===== src/core/frac_pkg.sv =====
// How it works
// - start-up timeout sets its output-voltage status bits and raises alert unless masked.
// - every action code still sets the fault status bits and raises alert unless masked.
// - action 00 keeps the output regulating through the fault.
// - action 01 or 11 is refused and flags an invalid-data comm fault.
// - action 10 turns the output off at once, then follows the retry field.
// - retry codes 000-110 never restart; wait for clear, off-on cycle or power.
// - retry code 111 restarts forever, spaced by the restart interval.
// - the low three bits of an action byte are ignored and read back zero.
// - latched faults hold until clear, write-one, off-on, restore, soft reset or power.
// - the restart interval, in milliseconds, spaces every retrying response.
// - restart waits for the interval and for the output to decay below 12.5%.
// - a channel configuration bit turns off the decay qualification.
// - the interval counts only once the fault is gone and the fault pin released.
// - the interval is a linear word, 5-bit exponent and 11-bit mantissa.
// - mask bits line up with status bits; masked bits set status but not alert.
// - mask readback is a process call returning the mask of the given status code.
// - masks for status byte, word, common and pad registers are refused with comm fault.
// - masks reset to 0x00, except the vendor status mask which resets to 0x11.
// - each set propagate-enable bit lets its condition pull the fault pin low.
// - a condition whose response is set to ignore never pulls the fault pin.
// - the fault pin does not depend on any alert mask.
// - propagate-enable bits follow the fixed map; reserved bits stay zero.
`default_nettype none
package frac_pkg;
	// transaction kinds from the serial front end
	localparam logic [1:0] KIND_WRITE = 2'h0;
	localparam logic [1:0] KIND_READ  = 2'h1;
	localparam logic [1:0] KIND_PROC  = 2'h2;

	// command codes
	localparam logic [7:0] CMD_OPERATION     = 8'h01;
	localparam logic [7:0] CMD_CLEAR_FAULTS  = 8'h03;
	localparam logic [7:0] CMD_RESTORE_ALL   = 8'h16;
	localparam logic [7:0] CMD_ALERT_MASK    = 8'h1B;
	localparam logic [7:0] CMD_OT_RESP       = 8'h50;
	localparam logic [7:0] CMD_UT_RESP       = 8'h54;
	localparam logic [7:0] CMD_VIN_OV_RESP   = 8'h56;
	localparam logic [7:0] CMD_TON_MAX_RESP  = 8'h63;
	localparam logic [7:0] CMD_STATUS_BYTE   = 8'h78;
	localparam logic [7:0] CMD_STATUS_WORD   = 8'h79;
	localparam logic [7:0] CMD_STATUS_VOUT   = 8'h7A;
	localparam logic [7:0] CMD_STATUS_IOUT   = 8'h7B;
	localparam logic [7:0] CMD_STATUS_INPUT  = 8'h7C;
	localparam logic [7:0] CMD_STATUS_TEMP   = 8'h7D;
	localparam logic [7:0] CMD_STATUS_CML    = 8'h7E;
	localparam logic [7:0] CMD_STATUS_MFR    = 8'h80;
	localparam logic [7:0] CMD_CHAN_CONFIG   = 8'hD0;
	localparam logic [7:0] CMD_FAULT_PIN_EN  = 8'hD2;
	localparam logic [7:0] CMD_PAD_STATE     = 8'hE5;
	localparam logic [7:0] CMD_COMMON_STATUS = 8'hEF;
	localparam logic [7:0] CMD_RESTART_INT   = 8'hF5;
	localparam logic [7:0] CMD_SOFT_RESET    = 8'hFD;

	// status bit positions
	localparam int OPERATION_ON_BIT  = 7;
	localparam int VOUT_TON_MAX_BIT  = 0;
	localparam int INPUT_VIN_OV_BIT  = 7;
	localparam int TEMP_OT_BIT       = 7;
	localparam int TEMP_UT_BIT       = 4;
	localparam int CML_BAD_CMD_BIT   = 7;
	localparam int CML_BAD_DATA_BIT  = 6;
	localparam int MFR_FAULT_LOW_BIT = 0;
	localparam int WORD_VOUT_BIT     = 15;
	localparam int WORD_INPUT_BIT    = 13;
	localparam int WORD_MFR_BIT      = 12;
	localparam int BYTE_OFF_BIT      = 6;
	localparam int BYTE_TEMP_BIT     = 2;
	localparam int BYTE_CML_BIT      = 1;
	localparam int CFG_DECAY_BIT     = 0;

	// fault pin enable positions
	localparam int PROP_VIN_OV  = 4;
	localparam int PROP_OT      = 7;
	localparam int PROP_UT      = 8;
	localparam int PROP_TON_MAX = 13;
	localparam int PROP_DECAY   = 15;
	localparam logic [15:0] PROP_WRITABLE = 16'hE997;

	// action byte fields
	localparam logic [1:0] ACT_CONTINUE  = 2'h0;
	localparam logic [1:0] ACT_SHUTDOWN  = 2'h2;
	localparam logic [2:0] RETRY_FOREVER = 3'h7;

	// response slots and alert mask slots
	localparam int NUM_RSP    = 4;
	localparam int RSP_VIN_OV = 0;
	localparam int RSP_OT     = 1;
	localparam int RSP_UT     = 2;
	localparam int RSP_TON    = 3;
	localparam int NUM_MASK   = 6;
	localparam logic [2:0] MSK_VOUT  = 3'h0;
	localparam logic [2:0] MSK_IOUT  = 3'h1;
	localparam logic [2:0] MSK_TEMP  = 3'h2;
	localparam logic [2:0] MSK_CML   = 3'h3;
	localparam logic [2:0] MSK_INPUT = 3'h4;
	localparam logic [2:0] MSK_MFR   = 3'h5;

	// values after reset
	localparam logic [7:0]  ACTION_RST   = 8'h00;
	localparam logic [15:0] RESTART_RST  = 16'h0078;
	localparam logic [7:0]  MASK_RST     = 8'h00;
	localparam logic [7:0]  MASK_MFR_RST = 8'h11;
	localparam logic [15:0] PROP_RST     = 16'h0000;
	localparam logic [7:0]  CHAN_CFG_RST = 8'h01;
	localparam logic [7:0]  OPER_RST     = 8'h80;

	// timing
	localparam int unsigned CLK_HZ        = 25000000;
	localparam int unsigned MS_PER_SECOND = 1000;
	localparam int unsigned MS_CYCLES     = CLK_HZ / MS_PER_SECOND;
endpackage
`default_nettype wire


===== src/core/frac_fault_ctrl.sv =====
`default_nettype none
module frac_fault_ctrl #(
	parameter int unsigned MS_CYCLES = frac_pkg::MS_CYCLES
) (
	// clock and reset
	input  wire logic        clk_i,
	input  wire logic        srst_i,
	// decoded command port
	input  wire logic        cmd_valid_i,
	input  wire logic [1:0]  cmd_kind_i,
	input  wire logic [7:0]  cmd_code_i,
	input  wire logic [15:0] cmd_wdata_i,
	output logic             rsp_valid_o,
	output logic [15:0]      rsp_rdata_o,
	// fault monitors, same clock
	input  wire logic [15:0] fault_cond_i,
	// pins
	input  wire logic        run_pin_i,
	input  wire logic        vout_decayed_i,
	input  wire logic        fault_pin_i,
	output logic             fault_pin_o,
	output logic             fault_pin_oe_o,
	output logic             alert_pin_o,
	output logic             alert_pin_oe_o,
	// power stage
	output logic             output_enable_o
);
	import frac_pkg::*;

	typedef enum logic [2:0] {
		ST_RUN   = 3'b001,
		ST_OFF   = 3'b010,
		ST_RETRY = 3'b100
	} frac_state_t;

	frac_state_t state_q;
	frac_state_t state_d;

	logic [7:0]  action_q [NUM_RSP];
	logic [7:0]  mask_q   [NUM_MASK];
	logic [15:0] restart_q;
	logic [15:0] prop_q;
	logic [7:0]  chan_cfg_q;
	logic [7:0]  oper_q;
	logic [7:0]  st_vout_q;
	logic [7:0]  st_iout_q;
	logic [7:0]  st_input_q;
	logic [7:0]  st_temp_q;
	logic [7:0]  st_cml_q;
	logic [7:0]  st_mfr_q;
	logic [NUM_RSP-1:0] cond_prev_q;
	logic [NUM_RSP-1:0] cause_q;
	logic        on_prev_q;
	logic        run_m_q, run_q;
	logic        dec_m_q, dec_q;
	logic        flt_m_q, flt_q;

	logic [NUM_RSP-1:0] rsp_cond;
	logic [NUM_RSP-1:0] rsp_rise;
	logic [NUM_RSP-1:0] shut_hit;
	logic [NUM_RSP-1:0] retry_hit;
	logic        wr, rd, pc;
	logic        on_cmd, on_rise, clr_all;
	logic        bad_action, bad_mask, bad_cmd;
	logic        count_en, restart, waiting_decay;
	logic [15:0] status_word;
	logic [15:0] rdata_d;
	logic [15:0] prop_active;
	logic [15:0] ignore_bits;
	logic [3:0]  msel;
	logic [3:0]  rsel;

	// mask slot for a status code; top bit flags an accepted code
	function automatic logic [3:0] mask_slot(input logic [7:0] code);
		case (code)
			CMD_STATUS_VOUT:  mask_slot = {1'b1, MSK_VOUT};
			CMD_STATUS_IOUT:  mask_slot = {1'b1, MSK_IOUT};
			CMD_STATUS_TEMP:  mask_slot = {1'b1, MSK_TEMP};
			CMD_STATUS_CML:   mask_slot = {1'b1, MSK_CML};
			CMD_STATUS_INPUT: mask_slot = {1'b1, MSK_INPUT};
			CMD_STATUS_MFR:   mask_slot = {1'b1, MSK_MFR};
			default:          mask_slot = 4'h0;
		endcase
	endfunction

	// response slot for an action command code
	function automatic logic [3:0] rsp_slot(input logic [7:0] code);
		case (code)
			CMD_VIN_OV_RESP:  rsp_slot = {2'b10, 2'(RSP_VIN_OV)};
			CMD_OT_RESP:      rsp_slot = {2'b10, 2'(RSP_OT)};
			CMD_UT_RESP:      rsp_slot = {2'b10, 2'(RSP_UT)};
			CMD_TON_MAX_RESP: rsp_slot = {2'b10, 2'(RSP_TON)};
			default:          rsp_slot = 4'h0;
		endcase
	endfunction

	// sticky status: set wins over any clear
	function automatic logic [7:0] sticky(input logic [7:0] cur, input logic [7:0] set,
			input logic clr, input logic w1c, input logic [7:0] wd);
		logic [7:0] kept;
		kept = clr ? 8'h00 : (w1c ? (cur & ~wd) : cur);
		return kept | set;
	endfunction

	// pins from outside pass two flops
	always_ff @(posedge clk_i) begin
		if (srst_i) begin
			run_m_q <= 1'b0;
			run_q   <= 1'b0;
			dec_m_q <= 1'b0;
			dec_q   <= 1'b0;
			flt_m_q <= 1'b1;
			flt_q   <= 1'b1;
		end else begin
			run_m_q <= run_pin_i;
			run_q   <= run_m_q;
			dec_m_q <= vout_decayed_i;
			dec_q   <= dec_m_q;
			flt_m_q <= fault_pin_i;
			flt_q   <= flt_m_q;
		end
	end

	assign wr = cmd_valid_i && cmd_kind_i == KIND_WRITE;
	assign rd = cmd_valid_i && cmd_kind_i == KIND_READ;
	assign pc = cmd_valid_i && cmd_kind_i == KIND_PROC;
	assign msel = mask_slot(cmd_wdata_i[7:0]);
	assign rsel = rsp_slot(cmd_code_i);

	assign on_cmd  = run_q && oper_q[OPERATION_ON_BIT];
	assign on_rise = on_cmd && !on_prev_q;
	assign clr_all = on_rise || (wr && (cmd_code_i == CMD_CLEAR_FAULTS ||
		cmd_code_i == CMD_RESTORE_ALL || cmd_code_i == CMD_SOFT_RESET));

	assign bad_action = wr && rsel[3] && cmd_wdata_i[6];
	assign bad_mask   = (wr || pc) && cmd_code_i == CMD_ALERT_MASK && !msel[3];

	always_comb begin
		bad_cmd = 1'b0;
		if (cmd_valid_i) begin
			case (cmd_code_i)
				CMD_OPERATION, CMD_CLEAR_FAULTS, CMD_RESTORE_ALL, CMD_ALERT_MASK,
				CMD_OT_RESP, CMD_UT_RESP, CMD_VIN_OV_RESP, CMD_TON_MAX_RESP,
				CMD_STATUS_BYTE, CMD_STATUS_WORD, CMD_STATUS_VOUT, CMD_STATUS_IOUT,
				CMD_STATUS_INPUT, CMD_STATUS_TEMP, CMD_STATUS_CML, CMD_STATUS_MFR,
				CMD_CHAN_CONFIG, CMD_FAULT_PIN_EN, CMD_PAD_STATE, CMD_COMMON_STATUS,
				CMD_RESTART_INT, CMD_SOFT_RESET: bad_cmd = 1'b0;
				default: bad_cmd = 1'b1;
			endcase
		end
	end

	// configuration writes
	always_ff @(posedge clk_i) begin
		if (srst_i) begin
			for (int i = 0; i < NUM_RSP; i++) action_q[i] <= ACTION_RST;
		end else if (wr && rsel[3] && !cmd_wdata_i[6]) begin
			action_q[rsel[1:0]] <= {cmd_wdata_i[7:3], 3'h0};
		end
	end

	always_ff @(posedge clk_i) begin
		if (srst_i) begin
			for (int i = 0; i < NUM_MASK; i++) mask_q[i] <= MASK_RST;
			mask_q[MSK_MFR] <= MASK_MFR_RST;
		end else if (wr && cmd_code_i == CMD_ALERT_MASK && msel[3]) begin
			mask_q[msel[2:0]] <= cmd_wdata_i[15:8];
		end
	end

	always_ff @(posedge clk_i) begin
		if (srst_i) begin
			restart_q  <= RESTART_RST;
			prop_q     <= PROP_RST;
			chan_cfg_q <= CHAN_CFG_RST;
			oper_q     <= OPER_RST;
		end else if (wr) begin
			if (cmd_code_i == CMD_RESTART_INT) restart_q <= cmd_wdata_i;
			if (cmd_code_i == CMD_FAULT_PIN_EN) prop_q <= cmd_wdata_i & PROP_WRITABLE;
			if (cmd_code_i == CMD_CHAN_CONFIG) chan_cfg_q <= cmd_wdata_i[7:0];
			if (cmd_code_i == CMD_OPERATION) oper_q <= cmd_wdata_i[7:0];
		end
	end

	// fault detection, one slot per response
	assign rsp_cond[RSP_VIN_OV] = fault_cond_i[PROP_VIN_OV];
	assign rsp_cond[RSP_OT]     = fault_cond_i[PROP_OT];
	assign rsp_cond[RSP_UT]     = fault_cond_i[PROP_UT];
	assign rsp_cond[RSP_TON]    = fault_cond_i[PROP_TON_MAX];
	assign rsp_rise = rsp_cond & ~cond_prev_q;

	always_comb begin
		for (int i = 0; i < NUM_RSP; i++) begin
			shut_hit[i]  = rsp_rise[i] && action_q[i][7:6] == ACT_SHUTDOWN;
			retry_hit[i] = shut_hit[i] && action_q[i][5:3] == RETRY_FOREVER;
		end
	end

	always_ff @(posedge clk_i) begin
		if (srst_i) begin
			cond_prev_q <= '0;
			on_prev_q   <= 1'b0;
		end else begin
			cond_prev_q <= rsp_cond;
			on_prev_q   <= on_cmd;
		end
	end

	// status registers; every action code still records the fault
	always_ff @(posedge clk_i) begin
		if (srst_i) begin
			st_vout_q  <= 8'h00;
			st_iout_q  <= 8'h00;
			st_input_q <= 8'h00;
			st_temp_q  <= 8'h00;
			st_cml_q   <= 8'h00;
			st_mfr_q   <= 8'h00;
		end else begin
			st_vout_q <= sticky(st_vout_q, 8'(rsp_rise[RSP_TON]) << VOUT_TON_MAX_BIT,
				clr_all, wr && cmd_code_i == CMD_STATUS_VOUT, cmd_wdata_i[7:0]);
			st_iout_q <= sticky(st_iout_q, 8'h00,
				clr_all, wr && cmd_code_i == CMD_STATUS_IOUT, cmd_wdata_i[7:0]);
			st_input_q <= sticky(st_input_q, 8'(rsp_rise[RSP_VIN_OV]) << INPUT_VIN_OV_BIT,
				clr_all, wr && cmd_code_i == CMD_STATUS_INPUT, cmd_wdata_i[7:0]);
			st_temp_q <= sticky(st_temp_q, (8'(rsp_rise[RSP_OT]) << TEMP_OT_BIT) |
				(8'(rsp_rise[RSP_UT]) << TEMP_UT_BIT),
				clr_all, wr && cmd_code_i == CMD_STATUS_TEMP, cmd_wdata_i[7:0]);
			st_cml_q <= sticky(st_cml_q, (8'(bad_action || bad_mask) << CML_BAD_DATA_BIT) |
				(8'(bad_cmd) << CML_BAD_CMD_BIT),
				clr_all, wr && cmd_code_i == CMD_STATUS_CML, cmd_wdata_i[7:0]);
			st_mfr_q <= sticky(st_mfr_q, 8'(!flt_q) << MFR_FAULT_LOW_BIT,
				clr_all, wr && cmd_code_i == CMD_STATUS_MFR, cmd_wdata_i[7:0]);
		end
	end

	// output control
	assign count_en = state_q == ST_RETRY && !(|(rsp_cond & cause_q)) && flt_q;

	frac_restart_timer #(
		.MS_CYCLES (MS_CYCLES)
	) u_timer (
		.clk_i           (clk_i),
		.srst_i          (srst_i),
		.count_en_i      (count_en),
		.interval_i      (restart_q),
		.decay_ok_i      (dec_q || !chan_cfg_q[CFG_DECAY_BIT]),
		.restart_o       (restart),
		.waiting_decay_o (waiting_decay)
	);

	always_comb begin
		state_d = state_q;
		case (state_q)
			ST_RUN: begin
				// action 00 never leaves this state
				if (|shut_hit) state_d = (shut_hit == retry_hit) ? ST_RETRY : ST_OFF;
			end
			ST_OFF: begin
				if (clr_all) state_d = ST_RUN;
			end
			ST_RETRY: begin
				if (|shut_hit && shut_hit != retry_hit) state_d = ST_OFF;
				else if (!on_cmd) state_d = ST_OFF;
				else if (restart) state_d = ST_RUN;
			end
			default: state_d = ST_OFF;
		endcase
	end

	always_ff @(posedge clk_i) begin
		if (srst_i) state_q <= ST_RUN;
		else        state_q <= state_d;
	end

	// remember which responses hold the output off
	always_ff @(posedge clk_i) begin
		if (srst_i) begin
			cause_q <= '0;
		end else if (state_d == ST_RUN) begin
			cause_q <= '0;
		end else if (|shut_hit) begin
			cause_q <= cause_q | shut_hit;
		end
	end

	always_ff @(posedge clk_i) begin
		if (srst_i) output_enable_o <= 1'b0;
		else        output_enable_o <= state_d == ST_RUN && on_cmd;
	end

	// fault pin: propagate enables and ignore responses, alert masks play no part
	always_comb begin
		ignore_bits = 16'h0000;
		ignore_bits[PROP_VIN_OV]  = action_q[RSP_VIN_OV][7:6] == ACT_CONTINUE;
		ignore_bits[PROP_OT]      = action_q[RSP_OT][7:6] == ACT_CONTINUE;
		ignore_bits[PROP_UT]      = action_q[RSP_UT][7:6] == ACT_CONTINUE;
		ignore_bits[PROP_TON_MAX] = action_q[RSP_TON][7:6] == ACT_CONTINUE;
		prop_active = {waiting_decay, fault_cond_i[14:0]} & prop_q & ~ignore_bits;
	end

	always_ff @(posedge clk_i) begin
		if (srst_i) begin
			fault_pin_oe_o <= 1'b0;
			alert_pin_oe_o <= 1'b0;
		end else begin
			fault_pin_oe_o <= |prop_active;
			alert_pin_oe_o <= |(st_vout_q & ~mask_q[MSK_VOUT]) |
				|(st_iout_q & ~mask_q[MSK_IOUT]) | |(st_temp_q & ~mask_q[MSK_TEMP]) |
				|(st_cml_q & ~mask_q[MSK_CML]) | |(st_input_q & ~mask_q[MSK_INPUT]) |
				|(st_mfr_q & ~mask_q[MSK_MFR]);
		end
	end

	assign fault_pin_o = 1'b0;
	assign alert_pin_o = 1'b0;

	// readback
	always_comb begin
		status_word = 16'h0000;
		status_word[WORD_VOUT_BIT]  = |st_vout_q;
		status_word[WORD_INPUT_BIT] = |st_input_q;
		status_word[WORD_MFR_BIT]   = |st_mfr_q;
		status_word[BYTE_OFF_BIT]   = !output_enable_o;
		status_word[BYTE_TEMP_BIT]  = |st_temp_q;
		status_word[BYTE_CML_BIT]   = |st_cml_q;
	end

	always_comb begin
		rdata_d = 16'h0000;
		if (pc && cmd_code_i == CMD_ALERT_MASK && msel[3]) begin
			rdata_d = {8'h00, mask_q[msel[2:0]]};
		end else if (rd && rsel[3]) begin
			rdata_d = {8'h00, action_q[rsel[1:0]]};
		end else if (rd) begin
			case (cmd_code_i)
				CMD_OPERATION:    rdata_d = {8'h00, oper_q};
				CMD_STATUS_BYTE:  rdata_d = {8'h00, status_word[7:0]};
				CMD_STATUS_WORD:  rdata_d = status_word;
				CMD_STATUS_VOUT:  rdata_d = {8'h00, st_vout_q};
				CMD_STATUS_IOUT:  rdata_d = {8'h00, st_iout_q};
				CMD_STATUS_INPUT: rdata_d = {8'h00, st_input_q};
				CMD_STATUS_TEMP:  rdata_d = {8'h00, st_temp_q};
				CMD_STATUS_CML:   rdata_d = {8'h00, st_cml_q};
				CMD_STATUS_MFR:   rdata_d = {8'h00, st_mfr_q};
				CMD_CHAN_CONFIG:  rdata_d = {8'h00, chan_cfg_q};
				CMD_FAULT_PIN_EN: rdata_d = prop_q;
				CMD_RESTART_INT:  rdata_d = restart_q;
				default:          rdata_d = 16'h0000;
			endcase
		end
	end

	always_ff @(posedge clk_i) begin
		if (srst_i) begin
			rsp_valid_o <= 1'b0;
			rsp_rdata_o <= 16'h0000;
		end else begin
			rsp_valid_o <= cmd_valid_i;
			rsp_rdata_o <= rdata_d;
		end
	end
endmodule // frac_fault_ctrl
`default_nettype wire


===== src/core/frac_restart_timer.sv =====
`default_nettype none
module frac_restart_timer #(
	parameter int unsigned MS_CYCLES = frac_pkg::MS_CYCLES
) (
	// clock and reset
	input  wire logic        clk_i,
	input  wire logic        srst_i,
	// control
	input  wire logic        count_en_i,
	input  wire logic [15:0] interval_i,
	input  wire logic        decay_ok_i,
	// status
	output logic             restart_o,
	output logic             waiting_decay_o
);
	import frac_pkg::*;

	logic [15:0] div_q;
	logic [15:0] ms_q;
	logic [15:0] target_ms;
	logic        tick;
	logic        elapsed;

	// linear word to whole milliseconds, saturating; negative mantissa reads as zero
	function automatic logic [15:0] lin_to_ms(input logic [15:0] lin);
		logic signed [4:0]  ex;
		logic        [31:0] m;
		logic        [31:0] r;
		ex = lin[15:11];
		m  = lin[10] ? 32'h0 : {21'h0, lin[10:0]};
		if (ex < 0) r = m >> (-ex);
		else        r = m << ex;
		return (r > 32'h0000FFFF) ? 16'hFFFF : r[15:0];
	endfunction

	assign target_ms = lin_to_ms(interval_i);
	assign tick      = (div_q == 16'(MS_CYCLES - 1));
	assign elapsed   = (ms_q >= target_ms);

	always_ff @(posedge clk_i) begin
		if (srst_i || !count_en_i || tick) div_q <= 16'h0000;
		else                               div_q <= div_q + 16'h0001;
	end

	// counting held at zero until the fault has gone
	always_ff @(posedge clk_i) begin
		if (srst_i || !count_en_i)       ms_q <= 16'h0000;
		else if (tick && ms_q != 16'hFFFF) ms_q <= ms_q + 16'h0001;
	end

	assign restart_o       = count_en_i && elapsed && decay_ok_i;
	assign waiting_decay_o = count_en_i && elapsed && !decay_ok_i;
endmodule // frac_restart_timer
`default_nettype wire


===== config.mk =====
export PLATFORM = sky130hd
export DESIGN_NAME = frac_fault_ctrl
export DESIGN_NICKNAME = d
export VERILOG_FILES = /design/src/core/frac_pkg.sv /design/src/core/frac_fault_ctrl.sv /design/src/core/frac_restart_timer.sv
export SDC_FILE = /design/constraint.sdc
export NUM_CORES = 1
export LEC_CHECK = 0
export ABC_AREA = 1
export BUFFER_PORTS_ARGS = -buffer_cell sky130_fd_sc_hd__buf_2
export CAP_MARGIN = 10
export CORE_MARGIN = 4
export CORE_UTILIZATION = 46
export CTS_CLUSTER_SIZE = 40
export DETAILED_ROUTE_END_ITERATION = 12
export GPL_TIMING_DRIVEN = 0
export HOLD_SLACK_MARGIN = 0.05
export PLACE_DENSITY = 0.6
export SETUP_SLACK_MARGIN = 0.4
export SYNTH_ARGS = -nofsm -noshare
export SYNTH_HDL_FRONTEND = slang
export SYNTH_SLANG_ARGS = --single-unit

===== constraint.sdc =====
create_clock -name clk_i -period 6.9 [get_ports clk_i]
set_clock_uncertainty 0.2 [all_clocks]
set_input_delay 0.69 -clock clk_i [delete_from_list [all_inputs] [get_ports clk_i]]
set_output_delay 0.69 -clock clk_i [all_outputs]
set_load 0.02 [all_outputs]

==> flow_metrics.env, run 1 <==
export IMPL_nFillCells=2672
export IMPL_yosys_area_top_type="dfxtp_1"
export IMPL_num_vias=12400
export IMPL_whs_path_depth=2
export IMPL_synthTopCellsByArea="dfxtp_1, edfxtp_1, nand2_1"
export IMPL_grt_max_degree=14
export IMPL_period_share=0.612
export IMPL_ios=70
export IMPL_register_area_sq_um=5310
export IMPL_synthMuxAreaShare=0
export IMPL_cap_violations=0
export IMPL_clock_sinks=230
export IMPL_clkTransAtPathRegs_ps=60
export IMPL_start_util=0.473
export IMPL_syn2layout_area_growth_pct=12.7
export IMPL_die_area_sq_um=29700
export IMPL_cts_tree="yes"
export IMPL_critPathLaunchType="flop"
export IMPL_grt_setup_unrepaired="false"
export IMPL_die_h_um=172
export IMPL_crit_reg2reg_launch="restart_q[12]$_SDFFE_PP0P_"
export IMPL_final_cell_mix="nand2_1, nor2_1, inv_1"
export IMPL_finalSetupTns_ps=0
export IMPL_initialDrtViolationCount=1252
export IMPL_reg2regPathDepth=23
export IMPL_postCtsSetupRepairBufs=0
export IMPL_ant_nets=0
export IMPL_io_buffers=59
export IMPL_synth_warnings=0
export IMPL_multi_input_area_sq_um=6010
export IMPL_final_common_cell="nand2_1"
export IMPL_synth_top_family_by_area="simple AND/OR/NAND/NOR gates"
export IMPL_firstDrtPassIters=5
export IMPL_design_core_area_sq_um=26300
export IMPL_cts_hold_buf=0
export IMPL_cts_root_buf="clkbuf_16"
export IMPL_tightestPinTransition_ps=1020
export IMPL_synth_top_area_share=0.258
export IMPL_min_to="flt_m_q$_SDFF_PP1_"
export IMPL_max_slew_margin=0.317
export IMPL_rrSetupSlack_ps=2680
export IMPL_crit_arrival_ps=4440
export IMPL_cp_end_kind="flop"
export IMPL_dp_cells=2168
export IMPL_timing_fmax_mhz=237
export IMPL_pwr_density_cell_nw_per_um2=214
export IMPL_drc_errors=0
export IMPL_syn_cell_area_sq_um=12400
export IMPL_ys_types=51
export IMPL_fin_cells=2216
export IMPL_synth_edff_count=70
export IMPL_min_period_ps=4220
export IMPL_synth_simple_area_share=0.311
export IMPL_synth_flop_cell="dfxtp_1"
export IMPL_hold_ws_ps=152
export IMPL_postSynthCellCount=1767
export IMPL_vias_per_cell=5.59
export IMPL_synth_fa_ha_area_frac=0.0191
export IMPL_setup_violations=0
export IMPL_rr_endpoint="cause_q[3]$_SDFFE_PP0N_"
export IMPL_antenna_found_initial=0
export IMPL_drive_above_1_share=0.0952
export IMPL_fin_nets=1928
export IMPL_slew_violations=0
export IMPL_gp_congestion=0.992
export IMPL_min_path_type="in -> reg"
export IMPL_async_reset_ff_frac=0
export IMPL_cts_max_level=1
export IMPL_ys_seq_elements=230
export IMPL_clockBufferDepth=3
export IMPL_min_delay_start="fault_pin_i"
export IMPL_first_global_vias=11400
export IMPL_wl_mm=44.5
export IMPL_required_ps=7120
export IMPL_wl_per_cell_um=20.1
export IMPL_ys_seq_area_frac=0.427
export IMPL_power_total_w=0.00299
export IMPL_critical_path_peak_fanout=10
export IMPL_grt_pass1_wl_mm=66.5
export IMPL_grt_overflow_total=0
export IMPL_combPwrFrac=0.061
export IMPL_ctsResizeCount=0
export IMPL_critPathKind="reg -> reg"
export IMPL_synth_avg_cell_area_sq_um=7.03
export IMPL_p_sw_frac=0.241
export IMPL_seq_power_share=0.484
export IMPL_num_rows=59
export IMPL_status="finished, final reports clean"
export IMPL_dp_hpwl_mm=35.2
export IMPL_die_w_um=172
export IMPL_p_switching_w=0.000722
export IMPL_clkPwrFrac=0.455
export IMPL_peakVddDrop_mv=0.183
export IMPL_intPower_w=0.00227
export IMPL_antennaDiodeCount=0
export IMPL_synth_xor_area_frac=0.00836
export IMPL_cts_buffers=26
export IMPL_finalHoldViolCount=0
export IMPL_synth_compound_area_frac=0.142
export IMPL_groute_usage_overall=0.294
export IMPL_leakage_nw=6.09
export IMPL_clk_latency_ps=540
-- cell type report --
cell class,instances,share of cell area
repair buffers,59,0.0211
inverters,235,0.0630
clock inverters,11,0.00634
flip-flops and latches,230,0.379
plain buffers,51,0.0183
well taps,335,0.0299
multi-input cells,1258,0.429
clock buffers,37,0.0538
-- Yosys cell counts, types with 6 or more instances --
cell and n:
a211oi_1 8, a21oi_1 92, a221oi_1 8, buf_2 19, buf_4 7, clkbuf_1 20
dfxtp_1 160, edfxtp_1 70, ha_1 19, inv_1 221, inv_2 11, nand2_1 389
nand2_2 8, nand3_1 107, nand3_2 6, nand4_1 32, nor2_1 271, nor2_2 8
nor3_1 35, nor4_1 17, o211ai_1 14, o21ai_0 144, o21ai_1 7, o22ai_1 30
or2_2 7, xor2_1 9
-- power by group through the flow --
stage | combinational (W) | clock, W | sequential, W
floorplan | 0.000103 | 0 | 0.00147
global placement | 0.000177 | 0 | 0.00148
detailed placement | 0.000178 | 0 | 0.00148
CTS | 0.000178 | 0.00138 | 0.00145
global route | 0.000198 | 0.00144 | 0.00145
finish | 0.000182 | 0.00136 | 0.00145
-- cell families after synthesis --
kind of cell	after synthesis
AND/OR/NAND/NOR	900
AO/OA/AOI/OAI	320
buffers and inverters	286
flip-flops	230
adder cells (fa/ha/maj)	19
XOR/XNOR	11
other	1
-- worst max path at each step --
stage / start / to / slack (ps)
detailed placement: restart_q[12]$_SDFFE_PP0P_ / cause_q[3]$_SDFFE_PP0N_ / 2720
finish: restart_q[12]$_SDFFE_PP0P_ / cause_q[3]$_SDFFE_PP0N_ / 2680
global placement: restart_q[12]$_SDFFE_PP0P_ / cause_q[2]$_SDFFE_PP0N_ / 2730
global route: restart_q[12]$_SDFFE_PP0P_ / cause_q[3]$_SDFFE_PP0N_ / 2370
floorplan: restart_q[12]$_SDFFE_PP0P_ / cause_q[0]$_SDFFE_PP0N_ / 3640
CTS: restart_q[12]$_SDFFE_PP0P_ / cause_q[3]$_SDFFE_PP0N_ / 2720
-- through the flow --
stage,instance area (sq um),utilization,setup WS [ps]
2_1_floorplan,12500,-,3640
3_3_place_gp,13200,0.501,2730
3_5_place_dp,13200,0.501,2720
4_1_cts,14000,0.533,2720
5_1_grt,14000,0.533,2370
6_report,14000,0.533,2680
-- worst max-delay path, stage by stage, from the launching register on --
cell      delay [ps]
dfxtp_1          300
buf_2            180
inv_2             70
buf_2            180
ha_1             290
clkbuf_1         260
clkinv_1         290
o211ai_1         180
o21ai_0          140
or2_1            220
a31oi_1          250
nand3_1          160
ha_1             300
nand2_1           40
nor2_1            90
nand2_1           60
nand2_1           60
nor2_1            40
nand2_1           50
nand2_1           40
nand2_1          200
nand4_1          190
nand4_1          230
nor2_1            60
-- state kept, by name, summed over array words and instances, names as in the netlist, 10 cells and up --
signal and cells:
prop_q 10, rsp_rdata_o 16, u_timer.ms_q 16, mask_q 50, u_timer.div_q 16, action_q 20, restart_q 16
-- metal layers --
metal  wire (um)  share of wire  vias to the layer above  GRT usage
li1            -              -                     6022          -
met3        3360          0.076                      106     0.0517
met2       20100           0.45                      494      0.468
met4        1920          0.043                        0      0.106
met1       19000           0.43                     5772      0.402
met5           0              0                        -          0
(Power assumes the default switching activity.)
==> run 2, diff against run 1 <==
--- a/config.mk
+++ b/config.mk
@@ -14,7 +14,7 @@
 export DETAILED_ROUTE_END_ITERATION = 12
 export GPL_TIMING_DRIVEN = 0
 export HOLD_SLACK_MARGIN = 0.05
-export PLACE_DENSITY = 0.6
+export PLACE_DENSITY = 0.62
 export SETUP_SLACK_MARGIN = 0.4
 export SYNTH_ARGS = -nofsm -noshare
 export SYNTH_HDL_FRONTEND = slang
==> constraint.sdc (replaced) <==
create_clock -name clk_i -period 3.75 [get_ports clk_i]
set_clock_uncertainty 0.2 [all_clocks]
set_input_delay 0.375 -clock clk_i [delete_from_list [all_inputs] [get_ports clk_i]]
set_output_delay 0.375 -clock clk_i [all_outputs]
set_load 0.02 [all_outputs]
==> run 2 against run 1 <==
Against the previous run:
- clock-buffer cell count is 2 lower
- design area increased by 6.4%
- worst hold slack got worse by 76 ps
- wire length grew 2.2%
- sequential share of layout area decreased by 2.2 points
- global-route usage rose by 0.53 points
- flip-flop and latch count is the same
- largest cell class unchanged
==> flow_metrics.env, run 2 (synthesis gave the netlist of run 1 again) <==
export IMPL_cp_end_kind="flop"
export IMPL_met3RoutedLength_mm=5.06
export IMPL_dp_slack_ps=-186
export IMPL_min_path_type="in -> reg"
export IMPL_grt_pass1_wl_mm=67.8
export IMPL_design_core_area_sq_um=26300
export IMPL_leakage_nw=6.42
export IMPL_setup_violations=0
export IMPL_wl_met1_mm=20.3
export IMPL_vias_per_cell=5.67
export IMPL_drive_above_1_share=0.140
export IMPL_ant_nets=0
export IMPL_antennaDiodeCount=0
export IMPL_period_share=0.870
export IMPL_grt_max_degree=14
export IMPL_top_layer="met4"
export IMPL_wl_per_cell_um=20.1
export IMPL_required_ps=4030
export IMPL_power_total_w=0.00580
export IMPL_start_util=0.473
export IMPL_final_core_util=0.567
export IMPL_firstDrtPassIters=6
export IMPL_max_slew_margin=0.339
export IMPL_critPathKind="reg -> reg"
export IMPL_final_cell_mix="nand2_1, nor2_1, inv_1"
export IMPL_critPathLaunchType="flop"
export IMPL_min_period_ps=3260
export IMPL_clock_sinks=230
export IMPL_gp_congestion=0.990
export IMPL_dp_hpwl_mm=34.8
export IMPL_peakVddDrop_mv=0.371
export IMPL_cts_root_buf="clkbuf_16"
export IMPL_finalHoldViolCount=0
export IMPL_final_common_cell="nand2_1"
export IMPL_setup_worst_path_start="restart_q[11]$_SDFFE_PP0P_"
export IMPL_num_vias=12800
export IMPL_fin_ws_ps=486
export IMPL_cts_buffers=26
export IMPL_cap_violations=0
export IMPL_grt_setup_unrepaired="true"
export IMPL_timing_fmax_mhz=306
export IMPL_status="finished, final reports clean"
export IMPL_largest_reg_flops=50
export IMPL_crit_reg2reg_launch="restart_q[11]$_SDFFE_PP0P_"
export IMPL_fin_nets=1971
export IMPL_antenna_found_initial=0
export IMPL_reg_top3="mask_q: 50 flops, action_q: 20 flops"
export IMPL_wl_mm=45.4
export IMPL_ios=70
export IMPL_clk_latency_ps=550
export IMPL_crit_arrival_ps=3540
export IMPL_syn2layout_area_growth_pct=20.0
export IMPL_first_global_vias=11500
export IMPL_clkTransAtPathRegs_ps=60
export IMPL_largest_register="mask_q"
export IMPL_die_area_sq_um=29700
export IMPL_min_delay_start="fault_cond_i[11]"
export IMPL_nFillCells=2548
export IMPL_die_h_um=172
export IMPL_num_rows=59
export IMPL_slew_violations=0
export IMPL_initialDrtViolationCount=1733
export IMPL_dr_wl_met2_mm=18.7
export IMPL_hold_ws_ps=76.0
export IMPL_critical_path_peak_fanout=5
export IMPL_die_w_um=172
export IMPL_tightestPinTransition_ps=992
export IMPL_clockBufferDepth=3
export IMPL_cts_max_level=1
export IMPL_groute_usage_overall=0.299
export IMPL_pwr_density_cell_nw_per_um2=389
export IMPL_cts_tree="yes"
export IMPL_drc_errors=0
export IMPL_grt_overflow_total=0
export IMPL_io_buffers=59
==> run 2: cell types whose count changed in the layout (fill, tap and decap cells not counted), moves of 8 or more <==
| cell | previous run | this run |
|---|---|---|
| nand2_1 | 389 | 362 |
| dlygate4sd3_1 | 0 | 23 |
| nand2_2 | 8 | 30 |
| o21ai_0 | 144 | 128 |
| buf_4 | 7 | 21 |
| nor2_1 | 271 | 259 |
| o21ai_1 | 7 | 19 |
| buf_6 | 2 | 11 |
| nor2_2 | 8 | 16 |
==> run 2: worst max-delay path, cell delays in order, from the launching register on <==
cell,delay [ps]
dfxtp_2,320
buf_6,120
inv_6,30
buf_8,120
buf_6,130
buf_4,130
a21oi_1,280
nand2_1,100
o21ai_1,140
nand2_1,70
nand3_1,120
o21ai_0,120
nor2_2,120
ha_1,220
nand2_1,90
nor2_2,40
nand2_1,40
nand2_1,40
nor2_1,80
nand2_1,50
nand2_1,70
nand2_2,70
nand4_1,100
nand4_1,230
nor2_1,160
==> run 2: per-layer routing <==
metal,up-vias,track usage
met5,-,0
met4,0,0.0834
met3,83,0.0672
met2,641,0.430
met1,5986,0.450
li1,6105,-
==> run 2: path summary, 6_finish.rpt <==
path	slack (ps)	endpoint	cells after the start
setup / recovery	490	cause_q[0]$_SDFFE_PP0N_	24
setup reg to reg	490	cause_q[0]$_SDFFE_PP0N_	24
hold reg to reg	200	dec_q$_SDFF_PP0_	2
hold / removal	80	fault_pin_oe_o$_SDFF_PP0_	5
==> run 2: report_power, final <==
part / internal (W) / switching, W
sequential: 0.00262 / 0.0000467
clock: 0.00172 / 0.00106
combinational: 0.000104 / 0.000253
total: 0.00444 / 0.00136
==> run 2: metrics by stage <==
stage / TNS, ps / cell area, sq um / cells
final: 0 / 14900 / 2259
after global routing: 0 / 14900 / 2259
after CTS: 0 / 14500 / 2249
after detailed placement: -865 / 13200 / 2168
after global placement: -651 / 13200 / 2168
after floorplan: 0 / 12500 / 1774
==> run 2: final cells by class <==
| cell class | count | area [sq um] | share of cell area |
|---|---|---|---|
| clock buffer | 35 | 734 | 0.0493 |
| timing repair inverter | 1 | 8.76 | 0.000587 |
| clock inverter | 13 | 206 | 0.0138 |
| buffer | 51 | 330 | 0.0222 |
| timing repair buffer | 101 | 683 | 0.0458 |
| sequential | 230 | 5310 | 0.356 |
| tap | 335 | 419 | 0.0281 |
| inverter | 235 | 911 | 0.0611 |
| multi-input combinational | 1258 | 6300 | 0.423 |
==> run 2: what timing repair did <==
item                                   in CTS  in global routing
buffers inserted                            9                  9
cloned                                      1                  1
gates resized for setup                    29                104
setup endpoints to repair                   8                  8
pin swaps                                  10                 44
endpoints found under the hold margin      36                  0
hold buffers                               23                  0
==> run 3, diff against run 2 <==
--- a/config.mk
+++ b/config.mk
@@ -14,7 +14,7 @@
 export DETAILED_ROUTE_END_ITERATION = 12
 export GPL_TIMING_DRIVEN = 0
 export HOLD_SLACK_MARGIN = 0.05
-export PLACE_DENSITY = 0.62
+export PLACE_DENSITY = 0.74
 export SETUP_SLACK_MARGIN = 0.4
 export SYNTH_ARGS = -nofsm -noshare
 export SYNTH_HDL_FRONTEND = slang
==> constraint.sdc (replaced) <==
create_clock -name clk_i -period 3.75 [get_ports clk_i]
set_clock_uncertainty 0.2 [all_clocks]
set_input_delay 0 -clock clk_i [delete_from_list [all_inputs] [get_ports clk_i]]
set_output_delay 0 -clock clk_i [all_outputs]
set_load 0.02 [all_outputs]
==> run 3 against run 2 <==
Against the previous run:
- sequential power about the same
- combinational power up 8.7%
- first-iteration DRC count down 6.9%
- critical path type unchanged
- critical endpoint is now cause_q[3]$_SDFFE_PP0N_
- largest cell class unchanged
- largest power group is now registers
==> flow_metrics.env, run 3 (synthesis gave the netlist of run 1 again) <==
export IMPL_groute_usage_overall=0.304
export IMPL_setup_violations=0
export IMPL_drc_errors=0
export IMPL_leakage_nw=6.51
export IMPL_firstDrtPassIters=7
export IMPL_wl_per_cell_um=19.9
export IMPL_cp_end_kind="flop"
export IMPL_finalSetupTns_ps=0
export IMPL_grt_max_degree=16
export IMPL_reg_top3="mask_q: 50 flops, action_q: 20 flops"
export IMPL_tightestPinTransition_ps=990
export IMPL_period_share=0.897
export IMPL_clockBufferDepth=3
export IMPL_largest_reg_flops=50
export IMPL_die_area_sq_um=29700
export IMPL_start_util=0.473
export IMPL_crit_arrival_ps=3650
export IMPL_slowest_delay_ps=320
export IMPL_clkTransAtPathRegs_ps=70
export IMPL_num_rows=59
export IMPL_reg2regPathDepth=24
export IMPL_largest_register="mask_q"
export IMPL_grt_pass1_wl_mm=69.4
export IMPL_syn2layout_area_growth_pct=21.1
export IMPL_nFillCells=2494
export IMPL_drive_above_1_share=0.123
export IMPL_critPathKind="reg -> reg"
export IMPL_dp_cells=2168
export IMPL_critPathLaunchType="flop"
export IMPL_cts_root_buf="clkbuf_16"
export IMPL_die_w_um=172
export IMPL_initialDrtViolationCount=1614
export IMPL_max_slew_margin=0.340
export IMPL_ios=70
export IMPL_min_delay_start="cmd_wdata_i[1]"
export IMPL_required_ps=4030
export IMPL_cts_max_level=1
export IMPL_dp_hpwl_mm=34.5
export IMPL_fin_nets=2008
export IMPL_first_global_vias=12300
export IMPL_die_h_um=172
export IMPL_timing_fmax_mhz=297
export IMPL_slew_violations=0
export IMPL_wl_mm=45.7
export IMPL_gp_congestion=1.00
export IMPL_final_common_cell="nand2_1"
export IMPL_design_core_area_sq_um=26300
export IMPL_fin_cells=2296
export IMPL_status="finished, final reports clean"
export IMPL_min_period_ps=3360
export IMPL_antenna_found_initial=1
export IMPL_rrSetupSlack_ps=390
export IMPL_clock_sinks=230
export IMPL_power_total_w=0.00572
export IMPL_grt_overflow_total=0
export IMPL_rr_endpoint="cause_q[3]$_SDFFE_PP0N_"
export IMPL_cap_violations=0
export IMPL_fin_ws_ps=387
export IMPL_whs_path_depth=3
export IMPL_peakVddDrop_mv=0.353
export IMPL_place_area_sq_um=13200
export IMPL_design_area_sq_um=15000
export IMPL_cts_buffers=25
export IMPL_pwr_density_cell_nw_per_um2=380
export IMPL_critical_path_peak_fanout=7
export IMPL_min_to="st_iout_q[1]$_SDFFE_PP0P_"
export IMPL_final_cell_mix="nand2_1, nor2_1, inv_1"
export IMPL_cp_slowest_cell="dfxtp_2"
export IMPL_crit_reg2reg_launch="restart_q[11]$_SDFFE_PP0P_"
export IMPL_ant_nets=0
export IMPL_crit_chain="buf_6 > inv_6 > buf_6 > ha_4 > buf_8 > clkinv_8 > buf_4 > nand2_1 > o21ai_1 > a21oi_1 > a31oi_2 > nand3_1 > ha_1 > nand2_1 > nor2_1 > nand2_1 > nand2_1 > nor2_2 > nand2_1 > nand2_1 > nand2_2 > nand4_1 > nand4_1 > nor2_1"
export IMPL_io_buffers=59
export IMPL_finalHoldViolCount=0
export IMPL_dp_slack_ps=-193
export IMPL_crit_top_cell="nand2_1"
export IMPL_num_vias=13100
export IMPL_vias_per_cell=5.71
export IMPL_grt_setup_unrepaired="true"
export IMPL_clk_latency_ps=550
export IMPL_min_path_type="in -> reg"
export IMPL_cts_tree="yes"
## run 3: final cells by class
class                   instances  area, sq um  share of cell area
multi-input cells            1258         6170               0.410
flip-flops and latches        230         5310               0.353
repair buffers                140         1060              0.0707
inverters                     235          905              0.0601
clock buffers                  27          643              0.0427
well taps                     335          419              0.0279
plain buffers                  51          298              0.0198
clock inverters                19          236              0.0157
diodes                          1         2.50            0.000166
## run 3: per-layer routing
metal	vias up	part of all wire	global-route usage
met4	0	0.052	0.143
li1	6186	-	-
met2	784	0.43	0.461
met3	165	0.11	0.0615
met5	-	0	0
met1	5967	0.41	0.418
## run 3: timing repair
action / CTS / global route
setup buffers: 13 / 3
hold buffers: 64 / 0
resized for setup: 34 / 54
hold endpoints to repair: 181 / 0
endpoints found under the setup margin: 8 / 16
pin swaps: 11 / 28
cloned: 0 / 1
## run 3: how the worst max path moves through the flow
stage,start,to,slack [ps],depth (start not counted)
2_1_floorplan,restart_q[12]$_SDFFE_PP0P_,cause_q[0]$_SDFFE_PP0N_,490,23
3_3_place_gp,restart_q[12]$_SDFFE_PP0P_,cause_q[0]$_SDFFE_PP0N_,-160,23
3_5_place_dp,restart_q[12]$_SDFFE_PP0P_,cause_q[0]$_SDFFE_PP0N_,-190,23
4_1_cts,restart_q[11]$_SDFFE_PP0P_,cause_q[0]$_SDFFE_PP0N_,340,23
5_1_grt,restart_q[11]$_SDFFE_PP0P_,cause_q[1]$_SDFFE_PP0N_,200,23
6_report,restart_q[11]$_SDFFE_PP0P_,cause_q[3]$_SDFFE_PP0N_,390,24
## run 3: power by group
part | internal (W) | total [W] | switching [W]
clock | 0.00154 | 0.00266 | 0.00112
sequential | 0.00262 | 0.00267 | 0.0000450
combinational | 0.000128 | 0.000389 | 0.000261
total | 0.00429 | 0.00572 | 0.00142
## run 3: per-stage QoR
step,util,hold slack [ps]
after global routing,0.572,112
final,0.572,102
after CTS,0.566,54.3
after global placement,0.501,-15.1
after detailed placement,0.501,-14.6
after floorplan,-,-113
## run 3: worst max-delay path, delay by kind of cell (launching register included)
family	cells	cell delay, ps
AND/OR/NAND/NOR	13	1230
flip-flops	1	320
adder cells (fa/ha/maj)	2	520
buffers and inverters	6	580
AO/OA/AOI/OAI	3	460
